File: config.mk
export PLATFORM = sky130hd
export DESIGN_NAME = i2s_slave
export DESIGN_NICKNAME = d
export VERILOG_FILES = /design/src/common/i2s_pkg.sv /design/src/rtl/i2s_sync.sv /design/src/rtl/i2s_match.sv /design/src/rtl/i2s_slave.sv
export VERILOG_INCLUDE_DIRS = /design/src /design/src/common
export SDC_FILE = /design/constraint.sdc
export NUM_CORES = 1
export LEC_CHECK = 0
export BUFFER_PORTS_ARGS = -buffer_cell sky130_fd_sc_hd__buf_2
export CORE_MARGIN = 4
export CORE_UTILIZATION = 56
export DETAILED_ROUTE_END_ITERATION = 12
export PLACE_DENSITY = 0.81
export RECOVER_POWER = 50
export SKIP_CTS_REPAIR_TIMING = 1
export SYNTH_ARGS = -nofsm -noshare
export SYNTH_HDL_FRONTEND = slang
export SYNTH_SLANG_ARGS = --single-unit
File: constraint.sdc
create_clock -name pclk -period 3.3 [get_ports pclk]
set_clock_uncertainty 0.05 [all_clocks]
set_input_delay 0.33 -clock pclk [delete_from_list [all_inputs] [get_ports pclk]]
set_output_delay 0.33 -clock pclk [all_outputs]
set_load 0.05 [all_outputs]
File: src/common/i2s_defines.svh
// Register offsets, field positions, reset values and mode codes of the I2C slave port
// Assumes a 32-bit APB slave with byte addresses and word-aligned registers
`ifndef I2S_DEFINES_SVH
`define I2S_DEFINES_SVH
`define I2S_OFS_CTRL 8'h00
`define I2S_OFS_STAT 8'h04
`define I2S_OFS_ADDR 8'h08
`define I2S_OFS_BUF 8'h0c
`define I2S_OFS_IRQ 8'h10
`define I2S_CTRL_RST 8'h00
`define I2S_STAT_RST 8'h00
`define I2S_MASK_RST 8'hff
`define I2S_ADDR_RST 8'h00
`define I2S_B_COLL 7
`define I2S_B_OV 6
`define I2S_B_EN 5
`define I2S_B_CKR 4
`define I2S_B_SLEW 7
`define I2S_B_EDGE 6
`define I2S_M_S7 4'h6
`define I2S_M_S10 4'h7
`define I2S_M_MASK 4'h9
`define I2S_M_FWM 4'hb
`define I2S_M_S7I 4'he
`define I2S_M_S10I 4'hf
`define I2S_TEN_HDR 5'h1e
`endif

File: src/common/i2s_pkg.sv
// Types shared by the I2C slave port modules
// Assumes i2s_defines.svh holds all numeric constants
`default_nettype none
package i2s_pkg;
   typedef enum logic [2:0] {st_idle, st_addr, st_addr_lo, st_rx, st_tx, st_skip} i2s_state_t;
endpackage : i2s_pkg
`default_nettype wire

File: src/rtl/i2s_sync.sv
// Two-flop synchroniser for the bus pins
// Assumes inputs are asynchronous to pclk
`timescale 1ns/100ps
`default_nettype none
module i2s_sync #(parameter int W = 2) (
   // Clock and reset
   input wire logic pclk,
   input wire logic presetn,
   // Data
   input wire logic [W-1:0] d,
   output logic [W-1:0] q
);
   logic [W-1:0] meta;
   always_ff @(posedge pclk or negedge presetn) begin
      if (!presetn) begin
         meta <= '1;
         q <= '1;
      end else begin
         meta <= d;
         q <= meta;
      end
   end
endmodule : i2s_sync
`default_nettype wire

File: src/rtl/i2s_match.sv
// Masked address comparator
// Assumes all inputs come from pclk registers
`timescale 1ns/100ps
`default_nettype none
module i2s_match (
   // Operands
   input wire logic [7:0] rx,
   input wire logic [7:0] own,
   input wire logic [7:0] mask,
   input wire logic use_bit0,
   // Result
   output logic hit
);
   logic [7:0] care;
   assign care = {mask[7:1], mask[0] & use_bit0};
   assign hit = &(~(rx ^ own) | ~care);
endmodule : i2s_match
`default_nettype wire

File: src/rtl/i2s_slave.sv
// I2C slave serial port with APB register access
// Assumes SCL/SDA are open-drain pins resolved outside; pclk 20 MHz
//////////////////////////////////////////////////////////////////////////////
//////////////////////////////////////////////////////////////////////////////
//
// The placing of the registers and the APB interface to the registers were decided locally.
`timescale 1ns/100ps
`default_nettype none
`include "i2s_defines.svh"
module i2s_slave import i2s_pkg::*; (
   // Clock and reset
   input wire logic pclk,
   input wire logic presetn,
   // APB
   input wire logic psel,
   input wire logic penable,
   input wire logic pwrite,
   input wire logic [7:0] paddr,
   input wire logic [31:0] pwdata,
   output logic [31:0] prdata,
   output logic pready,
   output logic pslverr,
   // I2C pins
   input wire logic scl_in,
   output logic scl_out,
   output logic scl_oe_n,
   input wire logic sda_in,
   output logic sda_out,
   output logic sda_oe_n,
   // Pin and system control
   output logic port_owns_pins,
   output logic slew_limit_en,
   output logic irq,
   output logic wake_req
);
   //////////////////////////////////////////////////////////////////////////////
   logic [7:0] port_control, port_status_sw, address_mask, own_address, shift_buffer, tx_shift, rx_shift;
   logic write_collision, receive_overflow, clock_release, port_irq_flag, port_irq_enable;
   logic data_not_address, stop_bit, start_bit, read_not_write, address_update_needed, buffer_full;
   logic [1:0] pins_s;
   logic scl_s, sda_s, scl_d, sda_d, scl_rise, scl_fall, start_det, stop_det;
   logic [3:0] cnt;
   i2s_state_t state;
   logic ack_drive, master_nack, ten_ok, arm, scl_hold, hit;
   logic port_enable, slave_on, ten, ss_irq, mask_sel, use_bit0;
   logic setup, acc, wr, rd, unmapped, fall8, fall9, shifting;
   logic ev_load, ev_ov, ev_rdreq, ev_upd, ev_flag, ev_dna, ev_ada;
   //////////////////////////////////////////////////////////////////////////////
   // Mode decode
   assign port_enable = port_control[`I2S_B_EN];
   assign slave_on = port_enable && (port_control[3:0] == `I2S_M_S7 || port_control[3:0] == `I2S_M_S10 ||
      port_control[3:0] == `I2S_M_S7I || port_control[3:0] == `I2S_M_S10I);
   assign ten = slave_on && port_control[0];
   assign ss_irq = port_enable && (port_control[3:0] == `I2S_M_S7I || port_control[3:0] == `I2S_M_S10I ||
      port_control[3:0] == `I2S_M_FWM);
   assign mask_sel = port_control[3:0] == `I2S_M_MASK;
   assign port_owns_pins = port_enable;
   assign slew_limit_en = !port_status_sw[`I2S_B_SLEW];
   //////////////////////////////////////////////////////////////////////////////
   // Pin sampling and bus conditions
   i2s_sync #(.W(2)) u_sync (.pclk(pclk), .presetn(presetn), .d({scl_in, sda_in}), .q(pins_s));
   assign scl_s = pins_s[1];
   assign sda_s = pins_s[0];
   always_ff @(posedge pclk or negedge presetn) begin
      if (!presetn) begin
         scl_d <= 1'b1;
         sda_d <= 1'b1;
      end else begin
         scl_d <= scl_s;
         sda_d <= sda_s;
      end
   end
   assign scl_rise = scl_s && !scl_d;
   assign scl_fall = !scl_s && scl_d;
   assign start_det = port_enable && scl_s && scl_d && sda_d && !sda_s;
   assign stop_det = port_enable && scl_s && scl_d && !sda_d && sda_s;
   assign fall8 = scl_fall && cnt == 4'd8;
   assign fall9 = scl_fall && cnt == 4'd9;
   assign shifting = state == st_tx && cnt != 4'd0 && cnt < 4'd8;
   //////////////////////////////////////////////////////////////////////////////
   // Address match
   assign use_bit0 = ten && state == st_addr_lo;
   i2s_match u_match (.rx(rx_shift), .own(own_address), .mask(address_mask), .use_bit0(use_bit0), .hit(hit));
   //////////////////////////////////////////////////////////////////////////////
   // Byte events decided at the 8th falling edge; flag event at the 9th or at start/stop
   always_comb begin
      ev_load = 1'b0;
      ev_ov = 1'b0;
      ev_rdreq = 1'b0;
      ev_upd = 1'b0;
      ev_ada = 1'b0;
      ev_dna = 1'b0;
      if (fall8) begin
         unique case (state)
            st_addr: begin
               if (ten && rx_shift[7:3] == `I2S_TEN_HDR) begin
                  if (hit && !rx_shift[0]) begin
                     ev_load = 1'b1;
                     ev_upd = 1'b1;
                     ev_ada = 1'b1;
                  end else if (hit && ten_ok) begin
                     ev_rdreq = 1'b1;
                     ev_ada = 1'b1;
                  end
               end else if (!ten && hit) begin
                  ev_ada = 1'b1;
                  ev_rdreq = rx_shift[0];
                  ev_load = !rx_shift[0] && !buffer_full;
                  ev_ov = !rx_shift[0] && buffer_full;
               end
            end
            st_addr_lo: begin
               ev_load = hit;
               ev_upd = hit;
               ev_ada = hit;
            end
            st_rx: begin
               ev_dna = 1'b1;
               ev_load = !buffer_full;
               ev_ov = buffer_full;
            end
            st_tx: ev_dna = 1'b1;
            default: ;
         endcase
      end
   end
   assign ev_flag = (fall9 && (ack_drive || state == st_tx)) || (ss_irq && (start_det || stop_det));
   //////////////////////////////////////////////////////////////////////////////
   // Link state machine
   always_ff @(posedge pclk or negedge presetn) begin
      if (!presetn) begin
         state <= st_idle;
         cnt <= 4'd0;
         rx_shift <= 8'h00;
         ack_drive <= 1'b0;
         master_nack <= 1'b0;
         ten_ok <= 1'b0;
      end else if (!slave_on || stop_det) begin
         state <= st_idle;
         cnt <= 4'd0;
         ack_drive <= 1'b0;
         ten_ok <= 1'b0;
      end else if (start_det) begin
         state <= st_addr;
         cnt <= 4'd0;
         ack_drive <= 1'b0;
      end else if (state != st_idle) begin
         if (scl_rise && cnt < 4'd8) begin
            rx_shift <= {rx_shift[6:0], sda_s};
            cnt <= cnt + 4'd1;
         end else if (scl_rise) begin
            master_nack <= sda_s;
            cnt <= 4'd9;
         end
         if (fall8) begin
            ack_drive <= ev_ada || (state == st_rx && !buffer_full);
            if (state == st_addr || state == st_addr_lo) begin
               if (ev_rdreq) state <= st_tx;
               else if (ev_upd && state == st_addr) state <= st_addr_lo;
               else if (ev_ada) state <= st_rx;
               else state <= st_skip;
            end
            if (state == st_addr_lo && hit) ten_ok <= 1'b1;
         end
         if (fall9) begin
            cnt <= 4'd0;
            ack_drive <= 1'b0;
            if (state == st_tx && !ack_drive && master_nack) state <= st_skip;
         end
      end
   end
   //////////////////////////////////////////////////////////////////////////////
   // Clock stretching and pin drive
   always_ff @(posedge pclk or negedge presetn) begin
      if (!presetn) begin
         arm <= 1'b0;
      end else if (!slave_on || stop_det) begin
         arm <= 1'b0;
      end else if (fall9 && (address_update_needed || (state == st_tx && !(master_nack && !ack_drive)))) begin
         arm <= 1'b1;
      end else if (clock_release && !address_update_needed) begin
         arm <= 1'b0;
      end
   end
   always_ff @(posedge pclk or negedge presetn) begin
      if (!presetn) begin
         scl_hold <= 1'b0;
      end else begin
         scl_hold <= arm && (scl_hold || !scl_s);
      end
   end
   assign scl_out = 1'b0;
   assign sda_out = 1'b0;
   assign scl_oe_n = !(port_enable && scl_hold);
   assign sda_oe_n = !(port_enable && (ack_drive || (state == st_tx && !tx_shift[7])));
   always_ff @(posedge pclk or negedge presetn) begin
      if (!presetn) begin
         tx_shift <= 8'hff;
      end else if (wr && paddr == `I2S_OFS_BUF && !shifting) begin
         tx_shift <= pwdata[7:0];
      end else if (scl_fall && state == st_tx && cnt != 4'd0 && cnt < 4'd9) begin
         tx_shift <= {tx_shift[6:0], 1'b1};
      end
   end
   //////////////////////////////////////////////////////////////////////////////
   // APB decode
   assign setup = psel && !penable;
   assign acc = psel && penable;
   assign wr = acc && pwrite && !unmapped;
   assign rd = acc && !pwrite && !unmapped;
   assign unmapped = paddr != `I2S_OFS_CTRL && paddr != `I2S_OFS_STAT && paddr != `I2S_OFS_ADDR &&
      paddr != `I2S_OFS_BUF && paddr != `I2S_OFS_IRQ;
   assign pready = 1'b1;
   assign pslverr = acc && unmapped;
   always_ff @(posedge pclk or negedge presetn) begin
      if (!presetn) begin
         prdata <= 32'h0000_0000;
      end else if (setup) begin
         unique case (paddr)
            `I2S_OFS_CTRL: prdata <= {24'h000000, port_control};
            `I2S_OFS_STAT: prdata <= {24'h000000, port_status_sw[7:6], data_not_address, stop_bit, start_bit,
               read_not_write, address_update_needed, buffer_full};
            `I2S_OFS_ADDR: prdata <= {24'h000000, mask_sel ? address_mask : own_address};
            `I2S_OFS_BUF: prdata <= {24'h000000, shift_buffer};
            `I2S_OFS_IRQ: prdata <= {30'h00000000, port_irq_enable, port_irq_flag};
            default: prdata <= 32'h0000_0000;
         endcase
      end
   end
   //////////////////////////////////////////////////////////////////////////////
   // Software registers
   always_ff @(posedge pclk or negedge presetn) begin
      if (!presetn) begin
         port_control <= `I2S_CTRL_RST;
      end else begin
         if (wr && paddr == `I2S_OFS_CTRL) port_control <= pwdata[7:0];
         if (wr && paddr == `I2S_OFS_CTRL && pwdata[`I2S_B_COLL] == 1'b0) port_control[`I2S_B_COLL] <= 1'b0;
         if (wr && paddr == `I2S_OFS_BUF && shifting) port_control[`I2S_B_COLL] <= 1'b1;
         if (ev_ov) port_control[`I2S_B_OV] <= 1'b1;
         if (ev_rdreq) port_control[`I2S_B_CKR] <= 1'b0;
      end
   end
   assign write_collision = port_control[`I2S_B_COLL];
   assign receive_overflow = port_control[`I2S_B_OV];
   assign clock_release = port_control[`I2S_B_CKR];
   always_ff @(posedge pclk or negedge presetn) begin
      if (!presetn) begin
         port_status_sw <= `I2S_STAT_RST;
      end else if (wr && paddr == `I2S_OFS_STAT) begin
         port_status_sw <= {pwdata[7:6], 6'h00};
      end
   end
   always_ff @(posedge pclk or negedge presetn) begin
      if (!presetn) begin
         address_mask <= `I2S_MASK_RST;
         own_address <= `I2S_ADDR_RST;
      end else if (wr && paddr == `I2S_OFS_ADDR && mask_sel) begin
         address_mask <= pwdata[7:0];
      end else if (wr && paddr == `I2S_OFS_ADDR) begin
         own_address <= pwdata[7:0];
      end
   end
   always_ff @(posedge pclk or negedge presetn) begin
      if (!presetn) begin
         port_irq_flag <= 1'b0;
         port_irq_enable <= 1'b0;
      end else begin
         if (wr && paddr == `I2S_OFS_IRQ) port_irq_enable <= pwdata[1];
         port_irq_flag <= ev_flag || ((wr && paddr == `I2S_OFS_IRQ) ? pwdata[0] : port_irq_flag);
      end
   end
   assign irq = port_irq_flag && port_irq_enable;
   assign wake_req = irq;
   //////////////////////////////////////////////////////////////////////////////
   // Link status bits
   always_ff @(posedge pclk or negedge presetn) begin
      if (!presetn) begin
         shift_buffer <= 8'h00;
         buffer_full <= 1'b0;
      end else begin
         if (ev_load) shift_buffer <= rx_shift;
         else if (wr && paddr == `I2S_OFS_BUF && !shifting) shift_buffer <= pwdata[7:0];
         if (ev_load || ev_rdreq) buffer_full <= 1'b1;
         else if (fall8 && state == st_tx) buffer_full <= 1'b0;
         else if (wr && paddr == `I2S_OFS_BUF && !shifting) buffer_full <= 1'b1;
         else if (rd && paddr == `I2S_OFS_BUF && state != st_tx) buffer_full <= 1'b0;
         else if (!port_enable) buffer_full <= 1'b0;
      end
   end
   always_ff @(posedge pclk or negedge presetn) begin
      if (!presetn) begin
         stop_bit <= 1'b0;
         start_bit <= 1'b0;
      end else if (!port_enable) begin
         stop_bit <= 1'b0;
         start_bit <= 1'b0;
      end else if (start_det) begin
         start_bit <= 1'b1;
         stop_bit <= 1'b0;
      end else if (stop_det) begin
         stop_bit <= 1'b1;
         start_bit <= 1'b0;
      end
   end
   always_ff @(posedge pclk or negedge presetn) begin
      if (!presetn) begin
         data_not_address <= 1'b0;
         read_not_write <= 1'b0;
         address_update_needed <= 1'b0;
      end else begin
         if (ev_dna) data_not_address <= 1'b1;
         else if (ev_ada) data_not_address <= 1'b0;
         if (ev_ada) read_not_write <= rx_shift[0];
         if (ev_upd) address_update_needed <= 1'b1;
         else if ((wr && paddr == `I2S_OFS_ADDR && !mask_sel) || !ten) address_update_needed <= 1'b0;
      end
   end
endmodule : i2s_slave
`default_nettype wire

Yosys cells after proc, flatten, opt, wreduce, memory -nomap -nowiden
Index checks and enable logic that the tools add are counted.
{"block": "classes", "order_cmp": 2, "reduce_logical": 129, "muxes": 81, "n_eq_ne": 25, "bitwise_logic": 10, "n_addsub": 1}
{"cell": "$logic_and A1 B1 Y1", "n": 66}
{"cell": "$mux W1", "n": 54}
{"cell": "$mux W8", "n": 6}
{"cell": "$pmux W8 S5", "n": 1}
{"cell": "$mux W3", "n": 10}
{"cell": "$eq A4 B4 Y1 const B", "n": 6}
{"cell": "$mux W4", "n": 6}
{"cell": "$logic_not A1 Y1", "n": 20}
{"cell": "$reduce_bool A2 Y1", "n": 9}
{"cell": "$logic_or A1 B1 Y1", "n": 17}
{"cell": "$eq A8 B4 Y1 const B", "n": 2}
{"cell": "$ne A8 B4 Y1 const B", "n": 2}
{"cell": "$not A8 Y8", "n": 2}
{"cell": "$reduce_bool A3 Y1", "n": 4}
{"cell": "$eq A4 B3 Y1 const B", "n": 2}
{"cell": "$eq A8 B3 Y1 const B", "n": 1}
{"cell": "$eq A8 B5 Y1 const B", "n": 1}
{"cell": "$logic_not A8 Y1", "n": 1}
{"cell": "$lt A4 B4 Y1 const B", "n": 2}
{"cell": "$ne A8 B3 Y1 const B", "n": 1}
{"cell": "$ne A8 B5 Y1 const B", "n": 1}
{"cell": "$or A8 B8 Y8", "n": 1}
{"cell": "$reduce_and A4 Y1", "n": 2}
{"cell": "$reduce_and A8 Y1", "n": 1}
{"cell": "20 further kinds", "n": 30}
{"block": "word_totals", "wordCells": 278, "register_bits": 108}

Longest topological paths before layout
Gate-level depths: netlist (run 1).
{"block": "depth", "ltp_word": 27, "ltp_mapped": 9, "ltp_nobuf": 7}

By module
A second synthesis (run 1) with hierarchy kept.
{"block": "unflattened", "cells_unflattened": 442, "area_unflattened_um2": 4677.0}
{"mod": "i2s_slave", "instances": 1, "cells_per_inst": 425, "area_per_inst_um2": 4461.8}
{"mod": "i2s_match", "instances": 1, "cells_per_inst": 13, "area_per_inst_um2": 110.1}
{"mod": "i2s_sync", "instances": 1, "cells_per_inst": 4, "area_per_inst_um2": 105.1}

Worst setup path before layout (run 1)
OpenSTA, ideal clock, no wires.
{"block": "synth_path", "kind": "input -> register", "startpoint": "input port paddr[5]", "endpoint": "register shift_buffer[7]", "t_arrival_ns": 2.402, "stages": 6, "t_required_ns": 3.123, "setup_slack_ns": 0.721, "setup_ns": 0.127, "path_buffers": 1, "cell_sequence": "or4_4 > nor4_4 > nor3b_4 > buf_6 > mux2_2 > mux2_1"}
{"block": "synth_via", "elab_chain_cells": 10, "word_cells_on_any_way": 15}
{"item": "start, declared", "line": "i2s_slave.sv:18", "rtl": "input wire logic [7:0] paddr,"}
{"item": "$ne A8 B3 Y1 (no source line) / $reduce_bool A8 Y1 (equally long branches)"}
{"item": "$logic_and A1 B1 Y1 (no source line) (4 in series)"}
{"item": "$logic_not A1 Y1", "line": "i2s_slave.sv:209", "rtl": "assign wr = acc && pwrite && !unmapped;"}
{"item": "$logic_and A1 B1 Y1", "line": "i2s_slave.sv:209"}
{"item": "$logic_and A1 B1 Y1 (no source line) *"}
{"item": "$logic_and A1 B1 Y1 *", "line": "i2s_slave.sv:282", "rtl": "else if (wr && paddr == `I2S_OFS_BUF && !shifting) shift_buffer <= pwdata[7:0];"}
{"item": "$reduce_bool A2 Y1 (no source line) *"}
{"item": "end signal, assigned", "line": "i2s_slave.sv:281", "rtl": "if (ev_load) shift_buffer <= rx_shift;"}
{"item": "end signal, assigned", "line": "i2s_slave.sv:282"}
{"item": "end, declared", "line": "i2s_slave.sv:37", "rtl": "logic [7:0] port_control, port_status_sw, address_mask, own_address, shift_buffer, tx_shift, rx_shift;"}
Every way passes the cells marked *; elsewhere a longest branch is shown, timed or not.
A chain may end at the register's enable or synchronous reset.

Worst setup path in the final report (run 1)
{"block": "layout_path", "startpoint": "register scl_d", "endpoint": "register shift_buffer[7]"}
{"block": "layout_via", "elab_chain_cells": 4, "word_cells_on_any_way": 5}
{"item": "start, declared", "line": "i2s_slave.sv:41", "rtl": "logic scl_s, sda_s, scl_d, sda_d, scl_rise, scl_fall, start_det, stop_det;"}
{"item": "start signal, assigned", "line": "i2s_slave.sv:69", "rtl": "scl_d <= scl_s;"}
{"item": "$logic_and A1 B1 Y1 *", "line": "i2s_slave.sv:74", "rtl": "assign scl_fall = !scl_s && scl_d;"}
{"item": "$logic_and A1 B1 Y1 *", "line": "i2s_slave.sv:77", "rtl": "assign fall8 = scl_fall && cnt == 4'd8;"}
{"item": "$mux W1 *", "line": "i2s_slave.sv:93", "rtl": "if (fall8) begin"}
{"item": "$mux W8 / $reduce_bool A2 Y1 (equally long branches)"}
Marks and branches as above.

==> impl_metrics.ini, run 1 <==
[outcome]
status = finished with violations
violations_in_the_final_reports = max-capacitance violations, max-slew violations

[pwr]
cellPowerDensity_nw_per_um2 = 400.3
vdd.ir_drop.worst_uv = 245.5
static-leakage-power_nw = 2.232

[placed_design]
total_half_perimeter_wirelength_after_legalization_and_detailed_placement_um = 7508
dpl_worst_slack_ns = 0.5804
io_buffers = 37
place.gp.congestion = 0.8869

[routing]
drtIter0Drc = 342
post-route-drc-count = 0
detail_route.wirelength_um = 10510
drt-vias-per-instance = 6.007
antenna_violating_nets_post_route = 0
via_count = 3430
firstDrtPassIters = 5
wire_per_inst_um = 18.41

[sta]
max-slew-margin-rel_pct = -36.04
setup_viol = 0
min_period_over_period_pct = 76.48
max_clk_rate_ghz = 0.3962
grt_setup_unrepaired = no
fin_crit_ns = 2.524
worstMarginPinSlew_ns = 2.041
final_critical_path_setup_slack_ns = 0.7762
finalHoldViolations = 0
slew_viol_final = 85
setup-tns-final_ns = 0

[floorplan]
start_util_pct = 58.77
floorplan.die_area_um2 = 9798
placeableCoreArea_um2 = 7888
floorplan.die.width_um = 98.99
std_cell_rows = 32
ioPinCount = 89
die_y_um = 98.99

[yosys]
number_of_enable_flip_flop_cells_after_synthesis = 0
ys_ff_latch = 84
synth_ff_type = dfrtp_1
synth_warnings = 0
syn_area_um2 = 4636
synth_async_sr_flop_share_pct = 100.0
yosys.cell_types.count = 61
syn_avg_cell_area_um2 = 10.71
synth_seq_area_share_pct = 45.94
post_synth_inst_count = 433

[finish]
diodes = 0
nNetsFinal = 515
areaGrowthSynthToFinish_pct = 7.530
layout-drive-gt1-share_pct = 29.21
layout.filler_cells = 607

[clock_network]
source_to_sink_clock_delay_at_the_later_pin_of_the_worst_skew_pair_ns = 0.36
clock_tree.root_cell = clkbuf_8
tritoncts_clock_tree = built
clk_transition_reported_paths_ns = 0.09
cts_max_path_buffers = 2
clkSinkCount = 84
number_of_buffers_added_by_the_clock_tree_synthesis_step = 9
clock_tree.htree_level_count = 3

[global_routing]
grt_max_degree = 85
globalRouteTotalUtil_pct = 21.93
antenna_violations_before_repair = 0
grt_first_pass_wirelength_um = 16970
first_global_vias = 3308
overflow = 0

[worst_hold_path]
hp-class = input pin to flip-flop

[job]
max-cap-violations = 1

[setup_path]
end_kind = flip-flop
critical_path.max_fanout = 8
worstSetupStartpointType = flip-flop
worst-endpoint-arrival_ns = 2.72
data_required_time_at_the_worst_endpoint_ns = 3.50
critical_path_class = flip-flop to flip-flop
-- logic make-up (layout without fill, tap and decap cells) --
group                      Yosys count  count (layout)  synth area share, %
AOI/OAI and AO/OA                   76              76                10.88
xor gates and xnor gates             9               9                1.700
adders and majority gates            4               4                1.080
buffers and inverters               53              64                6.991
DFF                                 84              84                45.94
muxes                               74              74                18.14
other                                2              27               0.1620
and+or+nand+nor                    131             131                15.11
-- cell usage after synthesis (all sizes together) (2+ instances only) --
library cell / number / area, um2
nand2b: 5 / 31.28
clkbuf: 12 / 45.04
a2111oi: 2 / 17.52
mux2i: 21 / 210.2
nand3b: 4 / 30.03
nor2b: 8 / 50.05
nor2: 30 / 112.6
a22o: 4 / 35.03
xor2: 8 / 70.07
and3: 2 / 12.51
dfrtp: 62 / 1551
nor3: 9 / 45.04
o22ai: 3 / 18.77
a41oi: 2 / 17.52
nor4: 4 / 55.05
inv: 7 / 26.28
and2: 7 / 43.79
mux4: 3 / 67.56
nand4b: 3 / 26.28
nand3: 12 / 60.06
a21oi: 11 / 55.05
conb: 2 / 7.510
o31ai: 2 / 15.01
mux2: 50 / 563.0
buf: 34 / 252.7
a31oi: 4 / 25.02
ha: 4 / 50.05
dfstp: 22 / 578.1
o32ai: 3 / 26.28
o21ai: 25 / 125.1
a22oi: 2 / 15.01
nand2: 37 / 138.9
o211ai: 2 / 15.01
a21boi: 4 / 30.03
or3: 2 / 12.51
-- flip-flops by register name, summed over array words and instances, names as in the netlist, 2 cells and up --
register        count
state               3
port_control        8
port_status_sw      2
u_sync.meta         2
own_address         8
rx_shift            8
shift_buffer        8
prdata              8
u_sync.q            2
cnt                 4
tx_shift            8
address_mask        8
-- per-stage QoR --
step	util, %	instance area, um2	power (W)	std cells	hold WS, ns
after global placement	60.64	4783	0.001254	555	0.2954
after global routing	63.20	4985	0.002057	571	0.004660
after CTS	63.23	4987	0.002004	571	0.009156
after detailed placement	60.64	4783	0.001257	555	0.2968
after floorplan	-	4730	0.001223	458	-0.01559
final	63.20	4985	0.001995	571	0.02036
-- layer usage --
layer / track usage [%] / vias up / share of wire (%)
met3: 4.459 / 17 / 7.3
li1: - / 1567 / -
met4: 8.824 / 0 / 2.2
met1: 31.16 / 1699 / 45
met2: 32.90 / 147 / 45
met5: 0 / - / 0
-- critical path: stages (launching register included) --
cell and delay [ns]:
dfstp_2 0.62, and4bb_2 0.31, nand3b_1 0.21, o21bai_1 0.26
nor4_1 0.39, nor2_1 0.08, buf_4 0.19, mux2_1 0.31
-- path summary, 6_finish.rpt --
path	start	end	slack (ns)	depth (start not counted)
min	scl_in	u_sync.meta[1]	0.02	1
max	scl_d	shift_buffer[7]	0.78	7
min reg2reg	u_sync.meta[0]	u_sync.q[0]	0.31	0
max reg2reg	scl_d	shift_buffer[7]	0.78	7
max in group asynchronous	presetn	own_address[2]	1.48	1
min in group asynchronous	presetn	stop_bit	0.51	1
-- where the power goes --
part           switching [W]  internal (W)
Clock               0.000367      0.000391
Sequential         0.0000133       0.00105
Combinational       0.000144     0.0000315
Total               0.000525       0.00147
-- final cells by class --
| type | instances | area, um2 | share of cell area, % |
|---|---|---|---|
| clock inverters | 4 | 48.80 | 0.9789 |
| repair buffers | 41 | 215.2 | 4.317 |
| clock buffers | 12 | 155.1 | 3.112 |
| well taps | 102 | 127.6 | 2.560 |
| flip-flops and latches | 84 | 2130 | 42.72 |
| inverters | 7 | 26.28 | 0.5271 |
| multi-input cells | 321 | 2282 | 45.78 |
-- layout by cell type, fill, tap and decap left out, types with 3 or more instances in the layout --
| master | n |
|---|---|
| nor2b_1 | 8 |
| o22ai_1 | 3 |
| nand4b_1 | 3 |
| and2_1 | 7 |
| conb_1 | 27 |
| clkbuf_8 | 11 |
| nand2_1 | 37 |
| mux2i_1 | 21 |
| nor3_1 | 9 |
| nor2_1 | 30 |
| o32ai_1 | 3 |
| ha_1 | 4 |
| a21oi_1 | 11 |
| mux2_2 | 49 |
| o21ai_0 | 25 |
| buf_4 | 4 |
| nand2b_1 | 5 |
| inv_1 | 7 |
| buf_2 | 36 |
| a22o_1 | 4 |
| nand3_1 | 12 |
| a31oi_1 | 4 |
| dfrtp_1 | 62 |
| mux4_2 | 3 |
| xor2_1 | 8 |
| nand3b_1 | 4 |
| dfstp_2 | 20 |
| a21boi_0 | 4 |
(Power assumes the default switching activity.)
==> run 2: changes to the inputs <==
CORE_UTILIZATION = 50   (was 56)
PLACE_DENSITY = 0.76   (was 0.81)
clock period = 2.1 ns   (was 3.3 ns; I/O delays follow)
==> run 2 against run 1 <==
  * The flow finishes with violations (negative setup slack)
  * Sequential share of layout area decreased by 5.1 points
  * Critical path depth increased by 2
  * Clock power increased by 53%
  * Largest cell class unchanged
  * Via count increased by 8.7%
  * Cell area increased by 14%
  * First-iteration DRC count decreased by 15%
  * Fmax increased by 15%
  * Hold slack improved by 0.060 ns
  * Setup slack got worse by 0.87 ns
  * Sequential power increased by 57%
==> impl_metrics.ini, run 2 (synthesis results as in run 1) <==
[global_routing]
grt_first_pass_wirelength_um = 19270
overflow = 0
grt_max_degree = 47
first_global_vias = 3755
antenna_violations_before_repair = 0
globalRouteTotalUtil_pct = 22.22

[job]
max-cap-violations = 0

[floorplan]
std_cell_rows = 34
floorplan.die.width_um = 104.3
placeableCoreArea_um2 = 8891
die_y_um = 104.3
start_util_pct = 52.14
floorplan.die_area_um2 = 10880
ioPinCount = 89

[outcome]
status = finished with violations
violations_in_the_final_reports = negative setup slack

[finish]
nNetsFinal = 582
diodes = 0
layout-drive-gt1-share_pct = 40.86
post-route-cell-area_um2 = 5667
areaGrowthSynthToFinish_pct = 22.24
mostFrequentLayoutCell = dfrtp_1
layout.cells.most_common_list = dfrtp_1 (61), buf_4 (57), mux2_2 (40)

[pwr]
vdd.ir_drop.worst_uv = 305.3
power.clock.fraction_pct = 37.1
cellPowerDensity_nw_per_um2 = 552.1
portion_of_total_power_attributed_to_combinational_logic_pct = 9.8
power_switching_share_pct = 27.20
static-leakage-power_nw = 2.611
share_seq_of_total_power_pct = 53.1
internal_power_w = 0.002278
p_switching_w = 0.0008510

[sta]
worstMarginPinSlew_ns = 0.9583
slew_viol_final = 0
final_critical_path_setup_slack_ns = -0.09777
timing.hold.ws_ns = 0.08018
max-slew-margin-rel_pct = 36.11
finalHoldViolations = 0
min_period_over_period_pct = 104.7
setup_viol = 8
grt_setup_unrepaired = yes
max_clk_rate_ghz = 0.4550
fin_crit_ns = 2.198

[routing]
via_count = 3727
wire_per_inst_um = 18.64
antenna_violating_nets_post_route = 0
drt-vias-per-instance = 5.787
drtIter0Drc = 292
firstDrtPassIters = 5
post-route-drc-count = 0
detail_route.wirelength_um = 12010

[clock_network]
cts_max_path_buffers = 2
number_of_buffers_added_by_the_clock_tree_synthesis_step = 9
clock_tree.htree_level_count = 3
tritoncts_clock_tree = built
clk_transition_reported_paths_ns = 0.09
clock_tree.root_cell = clkbuf_8
clkSinkCount = 84
source_to_sink_clock_delay_at_the_later_pin_of_the_worst_skew_pair_ns = 0.36

[setup_path]
end_kind = flip-flop
path_cells = inv_1 > ha_4 > nor2b_4 > nor3_2 > buf_4 > nor3b_4 > buf_4 > mux2_2 > mux2_2
data_required_time_at_the_worst_endpoint_ns = 2.30
crit_path_top_delay_cell = dfrtp_1
worstSetupStartpointType = flip-flop
crit_start = cnt[1]
critical_path.max_stage_delay_ns = 0.38
critical_path.max_fanout = 4
path_delay_family = multiplexers
crit_buf_inv = 3
rr_startpoint = cnt[1]
worst-endpoint-arrival_ns = 2.40
critical_path_class = flip-flop to flip-flop

[placed_design]
total_half_perimeter_wirelength_after_legalization_and_detailed_placement_um = 8915
place.gp.congestion = 0.9281
io_buffers = 37
place_area_um2 = 5293

[worst_hold_path]
worst_hold_launch = pwdata[1]
hp-class = input pin to flip-flop
-- run 2: final cells by class --
cell class | count | area [um2]
Clock inverter | 2 | 16.27
Sequential cell | 84 | 2131
Multi-Input combinational cell | 321 | 2420
Fill cell | 669 | 3224
Clock buffer | 14 | 182.7
Timing Repair Buffer | 108 | 755.7
Inverter | 7 | 26.28
Tap cell | 108 | 135.1
-- run 2: power by group through the flow --
stage	registers, W	logic, W	clock network (W)
2_1_floorplan	0.00171	0.000214	0
3_3_place_gp	0.00169	0.000299	0
3_5_place_dp	0.00169	0.000304	0
4_1_cts	0.00166	0.000305	0.00118
5_1_grt	0.00167	0.000325	0.00124
6_report	0.00166	0.000307	0.00116
-- run 2: routing by layer --
layer | global-route usage [%] | up-vias | wire length, um
met3 | 3.849 | 31 | 761
met2 | 35.29 | 166 | 5684
met4 | 9.972 | 0 | 386
met5 | 0 | - | 0
li1 | - | 1706 | -
met1 | 29.74 | 1824 | 5175
-- run 2: worst register-to-register path, cell delays in order (launching register included) --
cell and delay (ns):
dfrtp_1 0.38, inv_1 0.11, ha_4 0.16, nor2b_4 0.15
nor3_2 0.06, buf_4 0.15, nor3b_4 0.25, buf_4 0.17
mux2_2 0.34, mux2_2 0.26
-- run 2: stage by stage --
stage	util [%]	worst slack (ns)	power [W]	setup TNS, ns	cells
2_1_floorplan	-	-0.3594	0.001924	-3.010	458
3_3_place_gp	59.53	-0.1924	0.001990	-2.968	622
3_5_place_dp	59.53	-0.2544	0.001997	-4.491	622
4_1_cts	61.76	-0.2168	0.003149	-1.747	638
5_1_grt	63.73	-0.2249	0.003234	-3.346	644
6_report	63.73	-0.09777	0.003129	-0.6077	644
-- run 2: final timing paths --
path                                     end  slack [ns]  depth (start not counted)
max                          shift_buffer[5]        -0.1                          9
min                              tx_shift[1]        0.08                          3
max reg2reg                  shift_buffer[5]        -0.1                          9
min reg2reg                      u_sync.q[1]        0.31                          0
max in group asynchronous  port_status_sw[7]        0.28                          3
min in group asynchronous             cnt[1]        0.47                          2
==> run 3: changes to the inputs <==
ABC_AREA = 1   (was not set)
==> run 3 against run 2 <==
  * The run now ends clean
  * Global-route usage decreased by 0.43 points
  * Via count increased by 13%
  * Register-to-register slack improved by 0.21 ns
  * Critical endpoint is now state[2]
  * Sequential share of layout area increased by 3.1 points
  * Die area increased by 0.64%
  * Clock power about the same
  * First-iteration DRC count decreased by 4.1%
  * Routed wire length decreased by 0.12%
==> impl_metrics.ini, run 3 <==
[outcome]
status = finished clean

[finish]
mostFrequentLayoutCell = nand2_1
layout.filler_cells = 803
diodes = 0
post_route_insts_no_fill = 773
layout.cells.most_common_list = nand2_1 (140), inv_1 (76), dfrtp_1 (60)
nNetsFinal = 711
areaGrowthSynthToFinish_pct = 12.11
layout-drive-gt1-share_pct = 19.40
post-route-cell-area_um2 = 5234

[global_routing]
use_met2_pct = 36.44
grt.met1_usage_pct = 28.74
antenna_violations_before_repair = 0
globalRouteTotalUtil_pct = 21.79
overflow = 0
global_route.peak_usage_layer = met2
grt_first_pass_wirelength_um = 19260
grt_max_degree = 32
first_global_vias = 3881
met3_usage_pct = 3.083

[routing]
wire_per_inst_um = 15.51
firstDrtPassIters = 5
drt-vias-per-instance = 5.457
antenna_violating_nets_post_route = 0
detail_route.wirelength_um = 11990
via_count = 4218
drtIter0Drc = 280
post-route-drc-count = 0

[sta]
setup-tns-final_ns = 0
fin_crit_ns = 1.988
timing.hold.ws_ns = 0.04775
final_critical_path_setup_slack_ns = 0.1121
finalHoldViolations = 0
worstMarginPinSlew_ns = 0.7444
max_clk_rate_ghz = 0.5030
max-slew-margin-rel_pct = 50.38
setup_viol = 0
min_period_over_period_pct = 94.66
grt_setup_unrepaired = yes
slew_viol_final = 0

[floorplan]
die_y_um = 104.6
floorplan.die.width_um = 104.6
floorplan.die_area_um2 = 10950
placeableCoreArea_um2 = 8891
ioPinCount = 89
start_util_pct = 52.50
std_cell_rows = 34

[clock_network]
cts_max_path_buffers = 2
tritoncts_clock_tree = built
source_to_sink_clock_delay_at_the_later_pin_of_the_worst_skew_pair_ns = 0.36
clkSinkCount = 84
number_of_buffers_added_by_the_clock_tree_synthesis_step = 9
clock_tree.htree_level_count = 3
clk_transition_reported_paths_ns = 0.08
clock_tree.root_cell = clkbuf_8

[setup_path]
worst-endpoint-arrival_ns = 2.22
crit_path_frequent_cell = nand2_1
critical_path.max_fanout = 4
data_required_time_at_the_worst_endpoint_ns = 2.33
critical_path_class = flip-flop to flip-flop
worstSetupStartpointType = flip-flop
crit_path_top_delay_cell = dfstp_2
critical_path.max_stage_delay_ns = 0.57
path_cells = inv_1 > nor2_1 > nand3_1 > nor2_1 > o21ai_0 > a21oi_1 > nand2_1 > nand2_1 > nand2_1 > a21oi_1
crit_buf_inv = 1
end_kind = flip-flop
path_delay_family = simple AND/OR/NAND/NOR gates
setup.reg_to_reg.worst_slack_ns = 0.11

[yosys]
synth_async_sr_flop_share_pct = 100.0
synth_common_cells = nand2_1 (141), inv_1 (77), dfrtp_1 (62)
ys_ff_latch = 84
synth_ff_type = dfrtp_1
synth_seq_area_share_pct = 45.62
yosysTopAreaCell = dfrtp_1
yosys.cell_types.count = 45
synth_warnings = 0
syn_area_um2 = 4668
post_synth_inst_count = 597
number_of_enable_flip_flop_cells_after_synthesis = 0
synth_top_cells_by_area = dfrtp_1 (33%), dfstp_2 (12%), nand2_1 (11%), o21ai_0 (6.4%), inv_1 (6.2%)
synth_top_area_share_pct = 33.24
syn_avg_cell_area_um2 = 7.819
synth.most_common_cell = nand2_1

[placed_design]
dpl_worst_slack_ns = 0.08294
place_area_um2 = 4979
place.gp.congestion = 0.9282
io_buffers = 37
placedCellCount = 750
total_half_perimeter_wirelength_after_legalization_and_detailed_placement_um = 9241

[pwr]
cellPowerDensity_nw_per_um2 = 608.1
static-leakage-power_nw = 2.478
vdd.ir_drop.worst_uv = 368.2

[job]
max-cap-violations = 0

[worst_hold_path]
hp-class = input pin to flip-flop
run 3: area by class of cell:
cell class / count / area [um2] / share of cell area, %
Sequential cell: 84 / 2132 / 40.74
Inverter: 81 / 305.3 / 5.833
Clock buffer: 12 / 145.1 / 2.773
Timing Repair Buffer: 64 / 386.6 / 7.387
Multi-Input combinational cell: 420 / 2081 / 39.76
Clock inverter: 4 / 48.80 / 0.9323
Tap cell: 108 / 135.1 / 2.582
run 3: power breakdown:
| part | switching (W) | leakage (nW) | internal, W | total (W) |
|---|---|---|---|---|
| registers | 0.0000168 | 1.06 | 0.00165 | 0.00167 |
| clock network | 0.000588 | 0.100 | 0.000582 | 0.00117 |
| logic | 0.000284 | 1.32 | 0.0000588 | 0.000343 |
| total | 0.000889 | 2.48 | 0.00229 | 0.00318 |
run 3: path summary, 6_finish.rpt:
path / depth (start not counted) / from / endpoint
worst min-delay path: 3 / pwdata[0] / tx_shift[0]
worst max register to register: 10 / scl_d / state[2]
min in group asynchronous: 2 / presetn / rx_shift[7]
worst max-delay path: 10 / scl_d / state[2]
max in group asynchronous: 3 / presetn / own_address[4]
worst min register to register: 0 / u_sync.meta[1] / u_sync.q[1]
run 3: per-stage QoR:
stage                     total power (W)  utilization, %
after floorplan                  0.001972               -
after global placement           0.002040           55.99
after detailed placement         0.002044           55.99
after CTS                        0.003184           58.18
after global routing             0.003285           58.87
final                            0.003183           58.87
run 3: kinds of logic after synthesis:
kind of cell,synth area share (%)
AO/OA/AOI/OAI,13.27
AND/OR/NAND/NOR,27.12
XOR/XNOR,0.1877
multiplexers,0.2412
adder cells (fa/ha/maj),1.072
other,0.1609
buffers and inverters,12.33
flip-flops,45.62
run 3: metal layers:
metal  wire length, um  part of all wire (%)
met5                 0                     0
met4               337                   2.8
met3               870                   7.3
met2              5839                    49
met1              4947                    41
run 3: worst register-to-register path: cells and delay by family, from the launching register on:
kind                   cells  cell delay (ns)
AO/OA/AOI/OAI              3             0.35
buffers and inverters      1             0.08
flip-flops                 1             0.57
AND/OR/NAND/NOR            6             0.85
